--- src/ccr_pkg.sv ---
// Shared constants for the codec clock and reference control block.
// Assumes a 200 MHz pclk and a 32-bit APB register bus.
package ccr_pkg;

	// ----------------------------------------------------------------
	// Clock rate and timing
	// ----------------------------------------------------------------
	localparam int unsigned PCLK_MHZ        = 200;   // pclk rate
	localparam int unsigned MCLK_WIN_NS     = 2000;  // detector window
	localparam int unsigned MCLK_WIN_CYC    = (MCLK_WIN_NS * PCLK_MHZ) / 1000;
	localparam int unsigned MCLK_MIN_EDGES  = 2;     // 1 MHz over 2 us
	localparam int unsigned REF_SETTLE_US   = 10000; // bandgap charge time
	localparam int unsigned REF_SETTLE_CYC  = REF_SETTLE_US * PCLK_MHZ;

	// ----------------------------------------------------------------
	// Register byte offsets
	// ----------------------------------------------------------------
	localparam logic [11:0] OFS_CTRL     = 12'h000; // mode, divider, refs
	localparam logic [11:0] OFS_FB_INT   = 12'h004; // feedback integer
	localparam logic [11:0] OFS_FRAC_TOP = 12'h008; // fraction MSBs
	localparam logic [11:0] OFS_FRAC_BOT = 12'h00c; // fraction LSBs
	localparam logic [11:0] OFS_RATE     = 12'h010; // sample rate code
	localparam logic [11:0] OFS_SUBEN    = 12'h014; // sub-block enables
	localparam logic [11:0] OFS_STATUS   = 12'h018; // read-only status

	// ----------------------------------------------------------------
	// Control register fields and reset values
	// ----------------------------------------------------------------
	localparam int unsigned CTRL_MODE_LSB  = 0;  // 2-bit clock mode
	localparam int unsigned CTRL_INDIV_LSB = 2;  // 3-bit input divider
	localparam int unsigned CTRL_ACTIVE    = 5;  // active / standby
	localparam int unsigned CTRL_FASTCHG   = 6;  // mid-rail quick charge
	localparam int unsigned CTRL_BIAS      = 7;  // master bias enable
	localparam int unsigned CTRL_IOLVL     = 8;  // pad voltage range
	localparam int unsigned CTRL_W         = 9;
	localparam logic [8:0]  CTRL_RST       = 9'h080; // bias on
	localparam int unsigned FB_INT_W       = 7;
	localparam int unsigned FRAC_TOP_W     = 8;
	localparam int unsigned FRAC_BOT_W     = 5;
	localparam int unsigned FB_W           = 20; // 7 int + 13 frac
	localparam int unsigned SUBSYS_N       = 4;  // subsystems
	localparam int unsigned SUBBLK_N       = 4;  // sub-blocks each
	localparam logic [3:0]  RATE_RST       = 4'hb; // 48 kHz

	// ----------------------------------------------------------------
	// Clock mode codes and source selects
	// ----------------------------------------------------------------
	localparam logic [1:0] MODE_BYPASS = 2'h0;
	localparam logic [1:0] MODE_NORMAL = 2'h1;
	localparam logic [1:0] MODE_TRACK  = 2'h2;
	localparam logic [1:0] MODE_RSVD   = 2'h3;
	localparam logic [1:0] SRC_MCLK    = 2'h0; // bypass
	localparam logic [1:0] SRC_PLL     = 2'h1;
	localparam logic [1:0] SRC_OSC     = 2'h2;

	// Clock source state machine
	typedef enum logic [1:0] {
		ST_OSC,
		ST_BYPASS,
		ST_LOCKWAIT,
		ST_PLL
	} ccr_src_e;

endpackage

--- src/ccr_clk_detect.sv ---
// Master clock presence detector: counts edges of a pin clock.
// Assumes the pin is asynchronous to pclk and slower than pclk / 2.
`timescale 1ns/100ps
module ccr_clk_detect
	import ccr_pkg::*;
(
	// Clock, reset and enable
	input  wire logic pclk,
	input  wire logic presetn,
	input  wire logic ce,
	// Pin clock and verdict
	input  wire logic clk_pin,
	output logic      present
);

	logic [1:0]  sync_r;  // two-stage synchroniser
	logic        last_r;  // previous synced level
	logic [15:0] win_r;   // window countdown
	logic [3:0]  edge_r;  // edges seen this window

	// ----------------------------------------------------------------
	// Synchroniser and edge history
	// ----------------------------------------------------------------
	// Only the second stage feeds the edge detector
	always_ff @(posedge pclk or negedge presetn) begin
		if (!presetn) begin
			sync_r <= 2'h0;
			last_r <= 1'h0;
		end else if (ce) begin
			sync_r <= {sync_r[0], clk_pin};
			last_r <= sync_r[1];
		end
	end

	// ----------------------------------------------------------------
	// Windowed edge count
	// ----------------------------------------------------------------
	// A stopped clock fails by the end of the next window, so loss shows within 4 us
	always_ff @(posedge pclk or negedge presetn) begin
		if (!presetn) begin
			win_r   <= 16'h0;
			edge_r  <= 4'h0;
			present <= 1'h0;
		end else if (ce) begin
			if (win_r == 16'h0) begin
				// Window end: judge and restart
				present <= (edge_r >= 4'(MCLK_MIN_EDGES));
				win_r   <= 16'(MCLK_WIN_CYC - 1);
				edge_r  <= 4'h0;
			end else begin
				win_r <= win_r - 16'h1;
				// Saturate, only the threshold matters
				if (sync_r[1] && !last_r && edge_r != 4'hf)
					edge_r <= edge_r + 4'h1;
			end
		end
	end

endmodule // ccr_clk_detect

--- src/ccr_top.sv ---
// Codec clock source selection and reference enable control.
// Assumes an APB master on pclk; mclk, wclk and pll lock are pins.
//
// Register access over APB and the placing of the registers are this design's own decisions.
`timescale 1ns/100ps
module ccr_top
	import ccr_pkg::*;
#(
	parameter int unsigned REF_SETTLE = REF_SETTLE_CYC // shorten in sim
) (
	// Clock, reset and enable
	input  wire logic        pclk,
	input  wire logic        presetn,
	input  wire logic        ce,
	// APB slave
	input  wire logic        psel,
	input  wire logic        penable,
	input  wire logic        pwrite,
	input  wire logic [11:0] paddr,
	input  wire logic [31:0] pwdata,
	input  wire logic [3:0]  pstrb,
	output logic      [31:0] prdata,
	output logic             pready,
	output logic             pslverr,
	// Pins from outside the pclk domain
	input  wire logic        mclk_pin,
	input  wire logic        wclk_pin,
	input  wire logic        pll_lock_pin,
	// PLL controls
	output logic             pll_en,
	output logic             pll_rst,
	output logic             pll_track_wclk,
	output logic             pll_in_mclk,
	output logic      [2:0]  pll_indiv,
	output logic      [19:0] pll_fbdiv,
	// Core clock selection
	output logic      [1:0]  core_clock_src,
	output logic             core_clock_fast,
	output logic             osc_en,
	// References, bias and pads
	output logic             vref_en,
	output logic             vmid_en,
	output logic             vmid_fast_charge,
	output logic             ref_ready,
	output logic             master_bias_en,
	output logic      [3:0]  local_bias_en,
	output logic      [15:0] subblk_en,
	output logic             io_low_range
);

	// ----------------------------------------------------------------
	// Helpers
	// ----------------------------------------------------------------
	// Byte-lane merge for partial APB writes
	function automatic logic [31:0] merge(input logic [31:0] old_v,
			input logic [31:0] new_v, input logic [3:0] strb);
		logic [31:0] res;
		res = old_v;
		for (int i = 0; i < 4; i++) begin
			if (strb[i])
				res[i*8 +: 8] = new_v[i*8 +: 8];
		end
		return res;
	endfunction

	// Rate code family: 1 for 48 kHz family, 0 for 44.1 kHz
	function automatic logic [1:0] rate_family(input logic [3:0] code);
		logic [1:0] fam; // {valid, fast}
		fam = 2'h0;
		case (code)
			4'h1, 4'h3, 4'h5, 4'h7,
			4'h9, 4'hb, 4'hf: fam = 2'h3;
			4'h2, 4'h6, 4'ha, 4'he: fam = 2'h2;
			default: fam = 2'h0;
		endcase
		return fam;
	endfunction

	// ----------------------------------------------------------------
	// Declarations
	// ----------------------------------------------------------------
	logic [CTRL_W-1:0]     ctrl_r;      // control word
	logic [FB_INT_W-1:0]   fb_int_r;    // feedback integer
	logic [FRAC_TOP_W-1:0] frac_top_r;  // fraction MSBs
	logic [FRAC_BOT_W-1:0] frac_bot_r;  // fraction LSBs
	logic [3:0]            rate_r;      // sample rate code
	logic [15:0]           suben_r;     // sub-block enables
	logic [1:0]            lock_sync_r; // lock pin synchroniser
	logic [1:0]            wclk_sync_r; // word clock synchroniser
	logic                  wclk_last_r; // word clock history
	logic [15:0]           wclk_idle_r; // cycles since word edge
	logic                  fb_int_wr_r; // integer write event
	logic                  relock_r;    // stale lock guard
	logic [31:0]           settle_r;    // reference settle timer
	ccr_src_e              src_r;       // clock source state
	ccr_src_e              src_nxt;     // next state
	logic                  mclk_ok;     // master clock present
	logic                  wr_en;       // write commits now
	logic                  setup;       // setup phase
	logic [31:0]           rd_mux;      // read data select
	logic                  hit;         // mapped address
	logic [1:0]            mode;        // clock mode field
	logic                  active;      // active mode
	logic                  locked;      // synced pll lock

	assign mode   = ctrl_r[CTRL_MODE_LSB +: 2];
	assign active = ctrl_r[CTRL_ACTIVE];
	assign locked = lock_sync_r[1];

	// ----------------------------------------------------------------
	// Master clock detector
	// ----------------------------------------------------------------
	ccr_clk_detect u_mclk_det (
		.pclk    (pclk),
		.presetn (presetn),
		.ce      (ce),
		.clk_pin (mclk_pin),
		.present (mclk_ok)
	);

	// ----------------------------------------------------------------
	// APB slave: no wait states, registered answer
	// ----------------------------------------------------------------
	assign setup = psel && !penable;
	assign wr_en = psel && penable && pready && pwrite;

	// Address decode for reads and the unmapped check
	always_comb begin
		rd_mux = 32'h0;
		hit    = 1'h1;
		case (paddr)
			OFS_CTRL:     rd_mux = 32'(ctrl_r);
			OFS_FB_INT:   rd_mux = 32'(fb_int_r);
			OFS_FRAC_TOP: rd_mux = 32'(frac_top_r);
			OFS_FRAC_BOT: rd_mux = 32'(frac_bot_r);
			OFS_RATE:     rd_mux = 32'(rate_r);
			OFS_SUBEN:    rd_mux = 32'(suben_r);
			OFS_STATUS:   rd_mux = {24'h0, src_r == ST_PLL &&
				mode == MODE_TRACK, osc_en, core_clock_fast, ref_ready,
				core_clock_src, locked, mclk_ok};
			default: hit = 1'h0;
		endcase
	end

	// Answer is prepared in setup and shown in the first access cycle
	always_ff @(posedge pclk or negedge presetn) begin
		if (!presetn) begin
			pready  <= 1'h0;
			pslverr <= 1'h0;
			prdata  <= 32'h0;
		end else if (ce) begin
			pready  <= setup;
			pslverr <= setup && !hit;
			// Writes read back zero, reads get the decoded word
			prdata  <= (setup && !pwrite) ? rd_mux : 32'h0;
		end
	end

	// ----------------------------------------------------------------
	// Register writes
	// ----------------------------------------------------------------
	// Status is read-only; writes to it are silently dropped
	always_ff @(posedge pclk or negedge presetn) begin
		if (!presetn) begin
			ctrl_r     <= CTRL_RST;   // master bias on
			fb_int_r   <= '0;
			frac_top_r <= '0;
			frac_bot_r <= '0;
			rate_r     <= RATE_RST;
			suben_r    <= 16'h0;
		end else if (ce && wr_en) begin
			case (paddr)
				OFS_CTRL: ctrl_r <=
					CTRL_W'(merge(32'(ctrl_r), pwdata, pstrb));
				OFS_FB_INT: fb_int_r <=
					FB_INT_W'(merge(32'(fb_int_r), pwdata, pstrb));
				OFS_FRAC_TOP: frac_top_r <=
					FRAC_TOP_W'(merge(32'(frac_top_r), pwdata, pstrb));
				OFS_FRAC_BOT: frac_bot_r <=
					FRAC_BOT_W'(merge(32'(frac_bot_r), pwdata, pstrb));
				OFS_RATE: begin
					// Unlisted rate codes are ignored
					if (pstrb[0] && rate_family(pwdata[3:0]) != 2'h0)
						rate_r <= pwdata[3:0];
				end
				OFS_SUBEN: suben_r <=
					16'(merge(32'(suben_r), pwdata, pstrb));
				default: ;
			endcase
		end
	end

	// Any write to the integer word restarts lock, even same value;
	// old lock lingers in the synchroniser, so wait for it to drop
	always_ff @(posedge pclk or negedge presetn) begin
		if (!presetn) begin
			fb_int_wr_r <= 1'h0;
			relock_r    <= 1'h0;
		end else if (ce) begin
			fb_int_wr_r <= wr_en && paddr == OFS_FB_INT;
			relock_r    <= fb_int_wr_r || (relock_r && locked);
		end
	end

	// ----------------------------------------------------------------
	// Pin synchronisers
	// ----------------------------------------------------------------
	// Word clock counted idle; 16 bits outlast its slowest half period
	always_ff @(posedge pclk or negedge presetn) begin
		if (!presetn) begin
			lock_sync_r <= 2'h0;
			wclk_sync_r <= 2'h0;
			wclk_last_r <= 1'h0;
			wclk_idle_r <= '1;
		end else if (ce) begin
			lock_sync_r <= {lock_sync_r[0], pll_lock_pin};
			wclk_sync_r <= {wclk_sync_r[0], wclk_pin};
			wclk_last_r <= wclk_sync_r[1];
			if (wclk_sync_r[1] != wclk_last_r)
				wclk_idle_r <= '0;
			else if (wclk_idle_r != '1)
				wclk_idle_r <= wclk_idle_r + 16'h1;
		end
	end

	// ----------------------------------------------------------------
	// Clock source state machine
	// ----------------------------------------------------------------
	always_comb begin
		src_nxt = src_r;
		if (!mclk_ok) begin
			src_nxt = ST_OSC;
		end else begin
			case (mode)
				MODE_BYPASS: src_nxt = ST_BYPASS;
				MODE_NORMAL, MODE_TRACK: begin
					// Hold bypass clock until lock
					if (fb_int_wr_r || src_r == ST_OSC)
						src_nxt = ST_LOCKWAIT;
					else if (src_r == ST_BYPASS)
						src_nxt = ST_LOCKWAIT;
					else if (src_r == ST_LOCKWAIT && locked && !relock_r)
						src_nxt = ST_PLL;
					else if (src_r == ST_PLL && !locked)
						src_nxt = ST_LOCKWAIT;
				end
				default:   src_nxt = src_r;
			endcase
		end
	end

	always_ff @(posedge pclk or negedge presetn) begin
		if (!presetn)
			src_r <= ST_OSC;
		else if (ce)
			src_r <= src_nxt;
	end

	// ----------------------------------------------------------------
	// PLL and core clock outputs
	// ----------------------------------------------------------------
	// A write to the integer word gives one reset pulse
	always_ff @(posedge pclk or negedge presetn) begin
		if (!presetn) begin
			pll_en          <= 1'h0;
			pll_rst         <= 1'h1;
			pll_track_wclk  <= 1'h0;
			pll_in_mclk     <= 1'h0;
			pll_indiv       <= 3'h0;
			pll_fbdiv       <= 20'h0;
			core_clock_src  <= SRC_OSC;
			core_clock_fast <= 1'h1;
		end else if (ce) begin
			pll_en <= src_nxt == ST_LOCKWAIT || src_nxt == ST_PLL;
			pll_rst <= fb_int_wr_r ||
				!(src_nxt == ST_LOCKWAIT || src_nxt == ST_PLL);
			// Word clock reference only while it toggles
			pll_track_wclk <= mode == MODE_TRACK && wclk_idle_r != '1;
			pll_in_mclk <= mclk_ok;
			// Divided reference 2-5 MHz for 2-54 MHz input
			pll_indiv <= ctrl_r[CTRL_INDIV_LSB +: 3];
			// Integer, then 8 + 5 fraction bits
			pll_fbdiv <= {fb_int_r, frac_top_r, frac_bot_r};
			case (src_nxt)
				ST_PLL:    core_clock_src <= SRC_PLL;
				ST_OSC:    core_clock_src <= SRC_OSC;
				default:   core_clock_src <= SRC_MCLK;
			endcase
			core_clock_fast <= rate_family(rate_r) == 2'h3;
		end
	end

	// ----------------------------------------------------------------
	// References, oscillator and settle timer
	// ----------------------------------------------------------------
	// Timer restarts each time the device leaves standby
	always_ff @(posedge pclk or negedge presetn) begin
		if (!presetn) begin
			settle_r  <= 32'h0;
			ref_ready <= 1'h0;
		end else if (ce) begin
			if (!active) begin
				settle_r  <= 32'h0;
				ref_ready <= 1'h0;
			end else if (settle_r < REF_SETTLE - 1) begin
				settle_r <= settle_r + 32'h1;
			end else begin
				ref_ready <= 1'h1;
			end
		end
	end

	always_ff @(posedge pclk or negedge presetn) begin
		if (!presetn) begin
			vref_en          <= 1'h0;
			vmid_en          <= 1'h0;
			vmid_fast_charge <= 1'h0;
			osc_en           <= 1'h0;
		end else if (ce) begin
			vref_en <= active;
			vmid_en <= active;
			// Software owns clearing it after start-up
			vmid_fast_charge <= ctrl_r[CTRL_FASTCHG] && active;
			osc_en <= active && !mclk_ok;
		end
	end

	// ----------------------------------------------------------------
	// Bias and pad range
	// ----------------------------------------------------------------
	// Sub-blocks wait for the reference; local bias follows their enable bits at once
	always_ff @(posedge pclk or negedge presetn) begin
		if (!presetn) begin
			master_bias_en <= 1'h1;
			local_bias_en  <= 4'h0;
			subblk_en      <= 16'h0;
			io_low_range   <= 1'h0;
		end else if (ce) begin
			master_bias_en <= ctrl_r[CTRL_BIAS];
			for (int s = 0; s < SUBSYS_N; s++)
				local_bias_en[s] <=
					|suben_r[s*SUBBLK_N +: SUBBLK_N];
			subblk_en    <= ref_ready ? suben_r : 16'h0;
			io_low_range <= ctrl_r[CTRL_IOLVL];
		end
	end

endmodule // ccr_top

--- config.mk ---
export PLATFORM = sky130hd
export DESIGN_NAME = ccr_top
export DESIGN_NICKNAME = d
export VERILOG_FILES = /design/src/ccr_pkg.sv /design/src/ccr_clk_detect.sv /design/src/ccr_top.sv
export SDC_FILE = /design/constraint.sdc
export NUM_CORES = 1
export LEC_CHECK = 0
export BUFFER_PORTS_ARGS = -buffer_cell sky130_fd_sc_hd__buf_4
export CORE_UTILIZATION = 59
export DETAILED_ROUTE_END_ITERATION = 16
export PLACE_DENSITY = 0.86
export SYNTH_ARGS = -nofsm -noshare
export SYNTH_HDL_FRONTEND = slang
export SYNTH_SLANG_ARGS = --single-unit
--- constraint.sdc ---
create_clock -name pclk -period 5.15 [get_ports pclk]
set_input_delay 1.03 -clock pclk [delete_from_list [all_inputs] [get_ports pclk]]
set_output_delay 1.03 -clock pclk [all_outputs]
set_load 0.01 [all_outputs]
* After elaboration in Yosys (flattened, before gate mapping) *
Memories as Yosys holds them, arrays and structs flattened.
Index checks and enable logic that the tools add are counted.

storage, ports and cells
  register bits = 220
  ROM bits = 64
  word-level logic and storage cells = 148
  memories kept = 2

memory list
  memory           depth  width  rd ports  clocked after Yosys merged registers in  write ports  RTL line       text
  (no name shown)  16     2      1         0                                        0            ccr_top.sv:70  case (code)
  (no name shown)  16     2      1         0                                        0            ccr_top.sv:70

cells by class
  add/sub/neg operators = 4
  $lt $le $gt $ge = 2
  equality and inequality tests = 19
  muxes and demuxes = 23
  reductions and logical operators = 58

operators with widths
  cell                                                           count
  one-hot mux 16 bit (7 select lines)                            1
  2-to-1 mux 32 bit                                              3
  2-to-1 mux 16 bit                                              4
  == test 12 x 5 -> 1 bit (second input constant)                3
  adder 32 x 1 -> 32 bit (second input constant)                 1
  less-than comparator 32 x 21 -> 1 bit (second input constant)  1
  == test 12 x 4 -> 1 bit (second input constant)                2
  AND reduction 3 bit                                            8
  logical AND 1 bit                                              19
  adder 16 x 1 -> 16 bit (second input constant)                 1
  zero test 16 bit                                               1
  2-to-1 mux 2 bit                                               8
  inequality test 16 bit (second input constant)                 1
  OR reduction 4 bit                                             4
  subtractor 16 x 1 -> 16 bit (second input constant)            1
  == test 12 x 3 -> 1 bit (second input constant)                1
  == test 2 bit (second input constant)                          6
  zero test 12 bit                                               1
  AND reduction 2 bit                                            5
  zero test 1 bit                                                8
  2-to-1 mux 4 bit                                               2
  one-hot mux 2 bit (2 select lines)                             2
  OR reduction 7 bit                                             1
  zero test 2 bit                                                3
  other kinds (11)                                               19

* Depth between registers and ports, before layout *
Gate-level depths: netlist (run 1).

  depth after elaboration = 12
  gate-level depth with buffers = 7
  gate-level depth less buffers = 7

* Hierarchy *
From an unflattened synthesis (run 1), not the netlist that was laid out.

second synthesis, totals
  cell total of the unflattened synthesis = 884
  area total of the unflattened synthesis = 9728.1 µm²

by module, submodules not included
  module          times used  cells an instance  area each (µm²)  sequential area each (µm²)
  ccr_top         1           766                8470.6           4534.3
  ccr_clk_detect  1           118                1257.5           600.6

* Least setup slack after synthesis (run 1) *
Ideal clock, no wire load.

  kind = input port to flip-flop
  from = input port paddr[1]
  to = register ctrl_r[2]
  arrival = 2.562 ns
  data required time = 5.025 ns
  slack = 2.463 ns
  cell stages on the path = 5
  buffers on the path = 0
  path through = nor3_1 -> nand3_2 -> or3_4 -> nor3_4 -> mux2_2

on the way
  longest elaborated chain between the ends = 2

ends and longest elaborated chain
  element                               RTL line        text
  start: declaration                    ccr_top.sv:19   input wire logic [11:0] paddr,
  zero test 12 bit                      ccr_top.sv:172  case (paddr)
  AND reduction 3 bit (no source line)  --
  end signal: assignment                ccr_top.sv:173  OFS_CTRL: ctrl_r <=
  end: declaration                      ccr_top.sv:82   logic [CTRL_W-1:0] ctrl_r;

No other way between the ends.
A chain may end at the register's enable or synchronous reset.

* Worst setup path after layout (run 1) *
  from = input port paddr[1]
  to = register frac_top_r[5]

on the way
  longest elaborated chain between the ends = 2

ends and longest elaborated chain
  element                               RTL line        text
  == test 12 x 4 -> 1 bit               ccr_top.sv:172
  AND reduction 3 bit (no source line)  --
  end signal: assignment                ccr_top.sv:177  OFS_FRAC_TOP: frac_top_r <=
  end: declaration                      ccr_top.sv:84   logic [FRAC_TOP_W-1:0] frac_top_r;

No other way between the ends.

==> flow_summary_export.csv, run 1 <==
group,metric,value,unit
finish,postLayoutCellArea,0.01147,mm²
place,detailed_place.area,0.01070,mm²
sta,slew_violations,0,
worst_setup_path,worst_r2r_end,"settle_r[15]",
clock_tree,clkLatencyLatePin,0.51,ns
power_and_ir_drop,share_clk_of_total_power,42.7,%
power_and_ir_drop,pwr-share-seq,47.3,%
power_and_ir_drop,p_int,2908,µW
finish,ratio_of_cells_with_drive_above_1_in_the_final_layout,28.81,%
power_and_ir_drop,ir_drop,0.0003442,V
finish,layout.filler_cells,1107,
finish,number_of_antenna_diodes,0,
worst_setup_path,highest_net_fanout_along_the_worst_path,8,
sta,hold_vio_cnt_final,0,
worst_setup_path,worstPathRequired,5.54,ns
floorplan,dieArea,0.01715,mm²
run,drv.max_cap_violation_count,0,
floorplan,placement_rows,46,
floorplan,core_area,0.01606,mm²
synthesis,synth_seq_area_share,52.32,%
clock_tree,postCtsResizedCells,0,
clock_tree,post-cts-setup-buffer-count,0,
finish,num-nets-final,1059,
clock_tree,cts_max_path_buffers,3,
sta,hold_ws,0.4758,ns
worst_setup_path,cpPeakStageDelay,0.69,ns
min_path,holdCritStartpoint,"pll_en",
clock_tree,cts.root.buffer_cell,"sky130_fd_sc_hd__clkbuf_16",
floorplan,initial_core_util,61.12,%
route,route.antenna.remaining_nets,0,
floorplan,die_x,131.0,µm
place,port_buffers,113,
place,detailed_place_hpwl,15530,µm
global_route,antenna_violations_before_repair,0,
worst_setup_path,r2r_setup_slack,2.61,ns
min_path,min_delay_worst_endpoint,"pll_en",
global_route,global_route.overflow_total,0,
worst_setup_path,cpMaxStageDelayCell,"sky130_fd_sc_hd__nor2b_1",
outcome,run_status,"finished, final reports clean",
floorplan,die_y,131.0,µm
synthesis,synth_area_leader_cell,"sky130_fd_sc_hd__dfrtp_1",
sta,final.period_utilization,59.21,%
route,viasPerCell,6.206,
route,drt-initial-drc-count,740,
finish,synthToLayoutAreaGrowth,16.84,%
power_and_ir_drop,pwr-share-comb,10.0,%
sta,max-slew-margin-rel,27.88,%
synthesis,mappedNetlistArea,0.009814,mm²
clock_tree,h-tree-depth,1,
synthesis,synth-warning-count,0,
sta,layout_min_cycle_time,3.049,ns
route,drc,0,
min_path,timing.hold.worst_path_depth,1,
worst_setup_path,worstSetupStartpointType,"input port",
synthesis,synthesis.area_per_instance,10.99,µm²
clock_tree,post_cts_hold_buffer_count,0,
worst_setup_path,cp_capture_type,"flip-flop",
synthesis,synth_async_sr_flop_share,100.0,%
power_and_ir_drop,power-per-cell-area,338.4,mW/mm²
clock_tree,cts-buffers-inserted,22,
worst_setup_path,critPathKind,"input port to flip-flop",
clock_tree,clkTransAtPathRegs,0.06,ns
global_route,first_pass_grt_wire_length,37360,µm
synthesis,yosys_most_used_dff,"sky130_fd_sc_hd__dfrtp_1",
floorplan,floorplan.io_pins,148,
worst_setup_path,crit_path_cells,"buf_4 -> nor3_1 -> nand3_2 -> or3_4 -> nor2b_1 -> mux2_2",
synthesis,synth.distinct_cells,77,
synthesis,synth.area.top_cells,"sky130_fd_sc_hd__dfrtp_1 (46%), sky130_fd_sc_hd__mux2_2 (9.6%), sky130_fd_sc_hd__dfstp_2 (6.4%)",
sta,final_setup_violation_count,0,
power_and_ir_drop,netSwitchingFraction,25.07,%
global_route,grt_max_degree,124,
synthesis,post_synth_inst_count,893,
sta,rsz_0062_raised_after_global_routing,"false",
worst_setup_path,ff2ff_path_depth,5,
synthesis,synth_enable_flop_cells,0,
sta,totalNegativeSetupSlack,0,ns
route,first_pass_iters,7,
global_route,groute.usage.overall,27.86,%
min_path,hold_path_class,"flip-flop to flip-flop",
sta,timing.clock.skew,0.01769,ns
worst_setup_path,critical_path.reg2reg.startpoint,"settle_r[14]",
place,place_congestion,0.8546,
synthesis,postSynthRegisterBits,204,
route,detailroute.via_count,7609,
worst_setup_path,worstPathArrival,3.44,ns
sta,fmax,327.9,MHz
sta,worst_slew_pin_slew,1.074,ns
route,detail_route.wl_per_cell,19.03,µm
power_and_ir_drop,power.switching,973.0,µW
power_and_ir_drop,power_leakage,0.005403,µW
clock_tree,clock-sinks,204,
global_route,number_of_global_route_vias_before_repair,7279,
synthesis,area_share_of_the_largest_cell_type_after_synthesis,45.89,%
clock_tree,tritoncts,"done",
route,wl,23330,µm
==> worst max-delay path, delay by kind of cell <==
| family | cells | cell delay (ns) |
|---|---|---|
| and+or+nand+nor | 4 | 1.88 |
| buffers and inverters | 1 | 0.11 |
| muxes | 1 | 0.42 |
==> state kept, by name (all words and copies together), names as in the netlist, 5 cells and up <==
name,cells
wclk_idle_r,16
prdata,16
u_mclk_det.win_r,16
subblk_en,16
frac_bot_r,5
settle_r,32
frac_top_r,8
suben_r,16
ctrl_r,9
pll_fbdiv,20
fb_int_r,7
==> power by group through the flow <==
stage / clock, µW / combinational, µW / sequential, µW
after floorplan: 0 / 265 / 1830
after global placement: 0 / 372 / 1850
after detailed placement: 0 / 388 / 1860
after CTS: 1690 / 391 / 1840
after global routing: 1760 / 438 / 1850
final: 1660 / 388 / 1840
==> per-stage QoR <==
stage	setup slack, ns	util (%)	cells	power [µW]
6_report	2.101	71.41	1226	3881
3_5_place_dp	1.647	66.61	1186	2250
2_1_floorplan	2.463	-	908	2098
4_1_cts	2.151	71.41	1226	3916
5_1_grt	1.947	71.41	1226	4048
3_3_place_gp	1.718	66.61	1186	2227
==> cells in the final DEF, fill, tap and decap left out, drive strengths merged, types with 16 or more instances in the layout <==
master	instances
dfrtp	180
buf	118
mux2	84
nor2	67
nand2	62
nand3	58
o21ai	45
inv	37
clkbuf	32
dfstp	24
nor4	23
nand4	20
a21oi	20
conb	16
nor3	16
==> layout make-up <==
class                           instances  area [µm²]  area share [%]
Inverter                               37       138.9           1.211
Sequential cell                       204        5135           44.78
Clock inverter                          9       125.1           1.091
Tap cell                              216       270.3           2.357
Timing Repair Buffer                  119       899.6           7.845
Clock buffer                           31       645.6           5.630
Multi-Input combinational cell        610        4253           37.09
==> synth_stat cells, types with 6 or more instances <==
master and number:
sky130_fd_sc_hd__dfrtp_1 180, sky130_fd_sc_hd__mux2_2 84, sky130_fd_sc_hd__nor2_1 64, sky130_fd_sc_hd__nand2_1 62, sky130_fd_sc_hd__nand3_1 57, sky130_fd_sc_hd__o21ai_0 43, sky130_fd_sc_hd__inv_1 37, sky130_fd_sc_hd__dfstp_2 24
sky130_fd_sc_hd__clkbuf_1 22, sky130_fd_sc_hd__a21oi_1 20, sky130_fd_sc_hd__nand4_1 20, sky130_fd_sc_hd__nor4_1 20, sky130_fd_sc_hd__buf_4 18, sky130_fd_sc_hd__a22o_1 15, sky130_fd_sc_hd__and2_1 15, sky130_fd_sc_hd__mux2i_1 15
sky130_fd_sc_hd__nor3_1 15, sky130_fd_sc_hd__and3_1 12, sky130_fd_sc_hd__xnor2_1 12, sky130_fd_sc_hd__o2bb2ai_1 10, sky130_fd_sc_hd__o211ai_1 9, sky130_fd_sc_hd__ha_1 8, sky130_fd_sc_hd__buf_1 6, sky130_fd_sc_hd__nand3b_1 6
sky130_fd_sc_hd__o211a_1 6, sky130_fd_sc_hd__o311ai_0 6
==> cells by family (layout without fill, tap and decap cells) <==
| group | Yosys count | count (layout) | share of synthesized area, % |
|---|---|---|---|
| muxes | 101 | 101 | 11.63 |
| and+or+nand+nor | 308 | 308 | 16.37 |
| other | 1 | 16 | 0.03821 |
| AOI/OAI and AO/OA | 161 | 161 | 12.28 |
| DFF | 204 | 204 | 52.32 |
| adders and majority gates | 8 | 8 | 1.020 |
| buffers and inverters | 94 | 196 | 4.921 |
| xor gates and xnor gates | 16 | 16 | 1.428 |
==> metal layers <==
metal | routed length, µm | global-route usage, % | part of all wire, % | vias up
li1 | - | - | - | 3437
met1 | 9609 | 37.12 | 41 | 3759
met2 | 11240 | 45.28 | 48 | 354
met3 | 1724 | 5.782 | 7.4 | 59
met4 | 753 | 10.28 | 3.2 | 0
met5 | 0 | 0 | 0 | -
==> how the worst max path moves through the flow <==
stage                          to  slack (ns)     start  depth (start not counted)
finish              frac_top_r[5]        2.10  paddr[1]                          6
global placement    frac_top_r[2]        1.72  paddr[1]                          6
floorplan               ctrl_r[2]        2.46  paddr[1]                          5
detailed placement  frac_top_r[4]        1.65  paddr[1]                          6
CTS                 frac_top_r[5]        2.15  paddr[1]                          6
global route        frac_top_r[4]        1.95  paddr[1]                          6
Note: power is estimated with default switching activity, not from simulation.
==> run 2, diff against run 1 <==
- CORE_UTILIZATION: 59 -> 52
- PLACE_DENSITY: 0.86 -> 0.81
- clock period: 5.15 -> 2.78 ns (I/O delays scaled with it)
==> run 2 against run 1 <==
Effect of this change:
- die area grew 13%
- global-route usage shrank 3.9 points
- clock skew grew 0.0029 ns
- via count shrank 1.4%
- first-iteration DRC count shrank 16%
- total power grew 83%
- non-clock buffer count grew 18
- sequential power grew 85%
==> flow_summary_export.csv, run 2 (synthesis results as in run 1) <==
group,metric,value,unit
clock_tree,post-cts-setup-buffer-count,0,
floorplan,core_area,0.01821,mm²
worst_setup_path,timing.critical_path.depth,6,
finish,layout.cells.most_common_list,"sky130_fd_sc_hd__dfrtp_1 (180), sky130_fd_sc_hd__buf_4 (134), sky130_fd_sc_hd__mux2_2 (84)",
power_and_ir_drop,power-per-cell-area,610.8,mW/mm²
global_route,global_route.overflow_total,0,
worst_setup_path,r2r_setup_slack,0.54,ns
worst_setup_path,cpPeakStageDelay,0.48,ns
finish,utilization,63.70,%
power_and_ir_drop,power_leakage,0.005482,µW
clock_tree,post_cts_hold_buffer_count,0,
power_and_ir_drop,ir_drop,0.0003689,V
worst_setup_path,ff2ff_path_depth,6,
worst_setup_path,critPathKind,"flip-flop to flip-flop",
finish,biggest_regs,"settle_r x32, pll_fbdiv x20",
sta,timing.clock.skew,0.02056,ns
place,pre_cts_setup_slack,0.2453,ns
worst_setup_path,crit_start,"settle_r[14]",
sta,rsz_0062_raised_after_global_routing,"false",
route,drc,0,
route,route.antenna.remaining_nets,0,
worst_setup_path,highest_net_fanout_along_the_worst_path,10,
clock_tree,clkLatencyLatePin,0.51,ns
place,detailed_place_hpwl,15620,µm
sta,max-slew-margin-rel,58.88,%
sta,final.period_utilization,80.52,%
outcome,run_status,"finished, final reports clean",
route,wl,22920,µm
global_route,antenna_violations_before_repair,0,
floorplan,die_x,139.4,µm
global_route,first_pass_grt_wire_length,37800,µm
clock_tree,clock-sinks,204,
worst_setup_path,worst_setup_path_endpoint,"settle_r[1]",
clock_tree,cts.root.buffer_cell,"sky130_fd_sc_hd__clkbuf_16",
sta,worst_slew_pin_slew,0.6104,ns
sta,hold_vio_cnt_final,0,
worst_setup_path,timing.critical_path.max_delay_family,"compound AO/OA/AOI/OAI gates",
clock_tree,tritoncts,"done",
min_path,hold_path_class,"input port to async pin",
finish,ratio_of_cells_with_drive_above_1_in_the_final_layout,29.70,%
clock_tree,h-tree-depth,1,
floorplan,dieArea,0.01943,mm²
route,first_pass_iters,5,
run,drv.max_cap_violation_count,0,
worst_setup_path,critical_path.reg2reg.startpoint,"settle_r[14]",
worst_setup_path,crit_path_cells,"o41ai_4 -> a31oi_4 -> a211oi_4 -> buf_4 -> mux2i_1 -> o2bb2ai_1",
place,place_congestion,0.8753,
clock_tree,cts_max_path_buffers,3,
sta,hold_ws,0.05589,ns
route,drt-initial-drc-count,622,
floorplan,die_y,139.4,µm
worst_setup_path,worstPathArrival,2.60,ns
finish,synthToLayoutAreaGrowth,18.18,%
route,detail_route.wl_per_cell,18.24,µm
sta,totalNegativeSetupSlack,0,ns
worst_setup_path,critical_path.n_buffers_inverters,1,
sta,fmax,446.7,MHz
clock_tree,clkTransAtPathRegs,0.06,ns
sta,final_setup_violation_count,0,
global_route,grt_max_degree,97,
sta,slew_violations,0,
finish,most_common_cell_after_layout_fill_and_taps_aside,"sky130_fd_sc_hd__dfrtp_1",
worst_setup_path,worstPathRequired,3.15,ns
sta,layout_min_cycle_time,2.239,ns
finish,regMostFlops,"settle_r",
finish,number_of_antenna_diodes,0,
place,port_buffers,113,
clock_tree,cts-buffers-inserted,22,
worst_setup_path,cpMaxStageDelayCell,"sky130_fd_sc_hd__a211oi_4",
finish,largest_register_ff_count,32,
finish,layout.filler_cells,1434,
floorplan,placement_rows,49,
worst_setup_path,cp_capture_type,"flip-flop",
finish,num-nets-final,1077,
global_route,number_of_global_route_vias_before_repair,7320,
sta,finalWorstSetupSlack,0.5414,ns
global_route,groute.usage.overall,23.97,%
floorplan,floorplan.io_pins,148,
worst_setup_path,worst_r2r_end,"settle_r[1]",
route,viasPerCell,5.975,
worst_setup_path,worstSetupStartpointType,"flip-flop",
route,detailroute.via_count,7504,
clock_tree,postCtsResizedCells,0,
floorplan,initial_core_util,53.90,%
-- run 2: report_power, final --
part           switching, µW  internal [µW]  leakage, µW
clock                   1150           1780     0.000353
sequential               226           3180      0.00270
combinational            417            327      0.00243
-- run 2: through the flow --
step           instance area (µm²)  cells  power [µW]
6_report                     11600   1256        7085
4_1_cts                      11600   1256        7141
5_1_grt                      11600   1256        7358
2_1_floorplan                 9871    908        3887
3_5_place_dp                 10870   1217        4199
3_3_place_gp                 10870   1217        4156
-- run 2: worst min-delay path by stage --
stage                       startpoint                 to  slack [ns]  cells after the start
after floorplan                presetn  core_clock_src[0]        0.26                      0
after global placement    settle_r[31]       settle_r[31]        0.47                      1
after detailed placement  settle_r[29]       settle_r[29]        0.48                      1
after CTS                      presetn          ref_ready        0.06                      1
after global routing           presetn          ref_ready        0.08                      1
final                          presetn          ref_ready        0.06                      1
-- run 2: final cells by class --
type	count	area [µm²]	share of cell area, %
clock buffer	33	643.1	5.545
clock inverter	6	82.58	0.7120
multi-input combinational	610	4253	36.67
timing repair buffer	137	1060	9.137
inverter	37	138.9	1.197
sequential	204	5135	44.27
tap	229	286.5	2.470
-- run 2: metal layers --
layer | wire [µm] | vias up | track usage [%]
li1 | - | 3478 | -
met1 | 10060 | 3738 | 33.10
met2 | 10900 | 241 | 38.53
met3 | 1371 | 47 | 4.611
met4 | 582 | 0 | 7.076
met5 | 0 | - | 0
==> run 3, diff against run 2 <==
- CORE_UTILIZATION: 52 -> 57
- PLACE_DENSITY: 0.81 -> 0.84
- clock period: 2.78 -> 2.21 ns (I/O delays scaled with it)
==> run 3 against run 2 <==
Effect of this change:
- via count grew 4.3%
- combinational power grew 31%
- wire length up 4.2%
- fmax rose by 3.4%
- design area rose by 1.8%
- worst hold slack improved by 0.11 ns
- flip-flop and latch count unchanged
- sequential power rose by 26%
- count of clock-buffer cells in the layout fell by 1
- largest power group unchanged
- highest routed layer unchanged
==> flow_summary_export.csv, run 3 (synthesis results as in run 1) <==
group,metric,value,unit
floorplan,core_area,0.01670,mm²
clock_tree,cts-buffers-inserted,21,
power_and_ir_drop,ir_drop,0.0004829,V
min_path,holdCritStartpoint,"pwdata[14]",
finish,most_common_cell_after_layout_fill_and_taps_aside,"sky130_fd_sc_hd__dfrtp_1",
finish,ratio_of_cells_with_drive_above_1_in_the_final_layout,31.89,%
finish,number_of_antenna_diodes,0,
route,drt-initial-drc-count,630,
sta,worst_slew_pin_slew,0.7481,ns
sta,slew_violations,0,
worst_setup_path,highest_net_fanout_along_the_worst_path,14,
clock_tree,tritoncts,"done",
worst_setup_path,worstPathRequired,2.59,ns
global_route,number_of_global_route_vias_before_repair,7777,
worst_setup_path,r2r_setup_slack,0.04,ns
worst_setup_path,critPathKind,"flip-flop to flip-flop",
worst_setup_path,ff2ff_path_depth,5,
floorplan,die_y,133.2,µm
route,detailroute.via_count,7829,
place,dpl.cell_count,1246,
global_route,antenna_violations_before_repair,0,
global_route,groute.usage.overall,27.46,%
power_and_ir_drop,power-per-cell-area,720.4,mW/mm²
finish,regMostFlops,"settle_r",
route,route.antenna.remaining_nets,0,
route,wl,23890,µm
sta,timing.clock.skew,0.01596,ns
place,detailed_place.area,0.01118,mm²
floorplan,initial_core_util,58.77,%
place,place_congestion,0.9055,
worst_setup_path,worstSetupStartpointType,"flip-flop",
sta,layout_min_cycle_time,2.166,ns
clock_tree,clkTransAtPathRegs,0.06,ns
sta,max-slew-margin-rel,49.60,%
power_and_ir_drop,netSwitchingFraction,26.69,%
sta,totalNegativeSetupSlack,0,ns
power_and_ir_drop,p_int,6239,µW
worst_setup_path,cp_capture_type,"flip-flop",
finish,utilization,70.73,%
sta,hold_vio_cnt_final,0,
sta,final_setup_violation_count,0,
floorplan,dieArea,0.01775,mm²
outcome,run_status,"finished, final reports clean",
sta,fmax,461.7,MHz
finish,largest_register_ff_count,32,
place,port_buffers,113,
power_and_ir_drop,power.switching,2272,µW
min_path,min_delay_worst_endpoint,"suben_r[14]",
route,first_pass_iters,6,
clock_tree,clkLatencyLatePin,0.51,ns
clock_tree,clock-sinks,204,
worst_setup_path,worstPathArrival,2.54,ns
clock_tree,cts_max_path_buffers,3,
global_route,grt_max_degree,56,
route,drc,0,
floorplan,placement_rows,47,
power_and_ir_drop,share_clk_of_total_power,38.2,%
power_and_ir_drop,pwr-share-seq,50.3,%
global_route,global_route.overflow_total,0,
run,drv.max_cap_violation_count,0,
worst_setup_path,worst_r2r_end,"settle_r[14]",
min_path,hold_path_class,"input port to flip-flop",
finish,biggest_regs,"settle_r x32, pll_fbdiv x20",
finish,instances_no_fill,1286,
finish,synthToLayoutAreaGrowth,20.36,%
sta,final.period_utilization,98.00,%
floorplan,floorplan.io_pins,148,
route,detail_route.wl_per_cell,18.57,µm
finish,layout.cells.most_common_list,"sky130_fd_sc_hd__dfrtp_1 (180), sky130_fd_sc_hd__buf_4 (170), sky130_fd_sc_hd__mux2_2 (84)",
finish,num-nets-final,1116,
worst_setup_path,critical_path.reg2reg.startpoint,"settle_r[13]",
floorplan,die_x,133.2,µm
min_path,timing.hold.worst_path_depth,2,
place,detailed_place_hpwl,16520,µm
clock_tree,h-tree-depth,1,
finish,layout.filler_cells,1203,
power_and_ir_drop,pwr-share-comb,11.4,%
route,viasPerCell,6.088,
finish,postLayoutCellArea,0.01181,mm²
power_and_ir_drop,power_leakage,0.005638,µW
clock_tree,cts.root.buffer_cell,"sky130_fd_sc_hd__clkbuf_16",
global_route,first_pass_grt_wire_length,39360,µm
## run 3: cell count changes in the layout (fill, tap and decap cells not counted), sizes merged
cell	previous run	this run
buf	136	175
bufinv	2	0
clkbuf	34	33
clkinv	3	5
clkinvlp	1	0
dlygate4sd3	0	1
inv	37	38
## run 3: repair_timing
item,CTS,global route
hold endpoints to repair,28,0
hold buffers,1,0
resized for setup,0,0
buffers inserted,0,1
setup endpoints to repair,0,2
## run 3: area by class of cell
cell class                      count  area [µm²]  area share [%]
Clock buffer                       32       576.8           4.883
Tap cell                          220       275.3           2.330
Sequential cell                   204        5135           43.47
Multi-Input combinational cell    610        4253           36.00
Timing Repair Buffer              177        1400           11.85
Clock inverter                      6       33.78          0.2860
Inverter                           37       138.9           1.176
## run 3: layer usage
layer / GRT usage [%] / up-vias / wire (µm)
li1: - / 3558 / -
met4: 9.912 / 0 / 707
met5: 0 / - / 0
met1: 36.59 / 3861 / 9936
met3: 5.061 / 65 / 1613
met2: 45.20 / 345 / 11630
## run 3: how the worst max path moves through the flow
| stage | start | slack, ns | end | cells past startpoint |
|---|---|---|---|---|
| 3_5_place_dp | paddr[7] | -0.07 | frac_top_r[2] | 8 |
| 3_3_place_gp | paddr[7] | -0.04 | frac_top_r[2] | 8 |
| 2_1_floorplan | paddr[1] | 0.11 | ctrl_r[2] | 5 |
| 5_1_grt | settle_r[13] | -0.007 | settle_r[3] | 6 |
| 4_1_cts | settle_r[14] | 0.03 | settle_r[14] | 5 |
| 6_report | settle_r[13] | 0.04 | settle_r[14] | 5 |
## run 3: power by group through the flow
| stage | sequential (µW) | combinational, µW | clock, µW |
|---|---|---|---|
| final | 4280 | 973 | 3250 |
| after global routing | 4320 | 1080 | 3430 |
| after CTS | 4280 | 973 | 3290 |
| after detailed placement | 4340 | 961 | 0 |
| after global placement | 4330 | 919 | 0 |
| after floorplan | 4270 | 618 | 0 |
## run 3: metrics by stage
step | hold slack (ns) | setup WS, ns | total power (µW)
2_1_floorplan | 0.1464 | 0.1107 | 4889
3_3_place_gp | 0.4564 | -0.03701 | 5246
3_5_place_dp | 0.4609 | -0.07461 | 5301
4_1_cts | 0.1626 | 0.02968 | 8546
5_1_grt | 0.1708 | -0.007135 | 8824
6_report | 0.1679 | 0.04412 | 8510
## run 3: worst max-delay path, cell delays in order (launching register included)
cell and delay (ns):
sky130_fd_sc_hd__dfrtp_1 0.41, sky130_fd_sc_hd__o41ai_4 0.49, sky130_fd_sc_hd__a31oi_4 0.19, sky130_fd_sc_hd__a211o_4 0.39
sky130_fd_sc_hd__o211a_1 0.25, sky130_fd_sc_hd__a211o_2 0.30
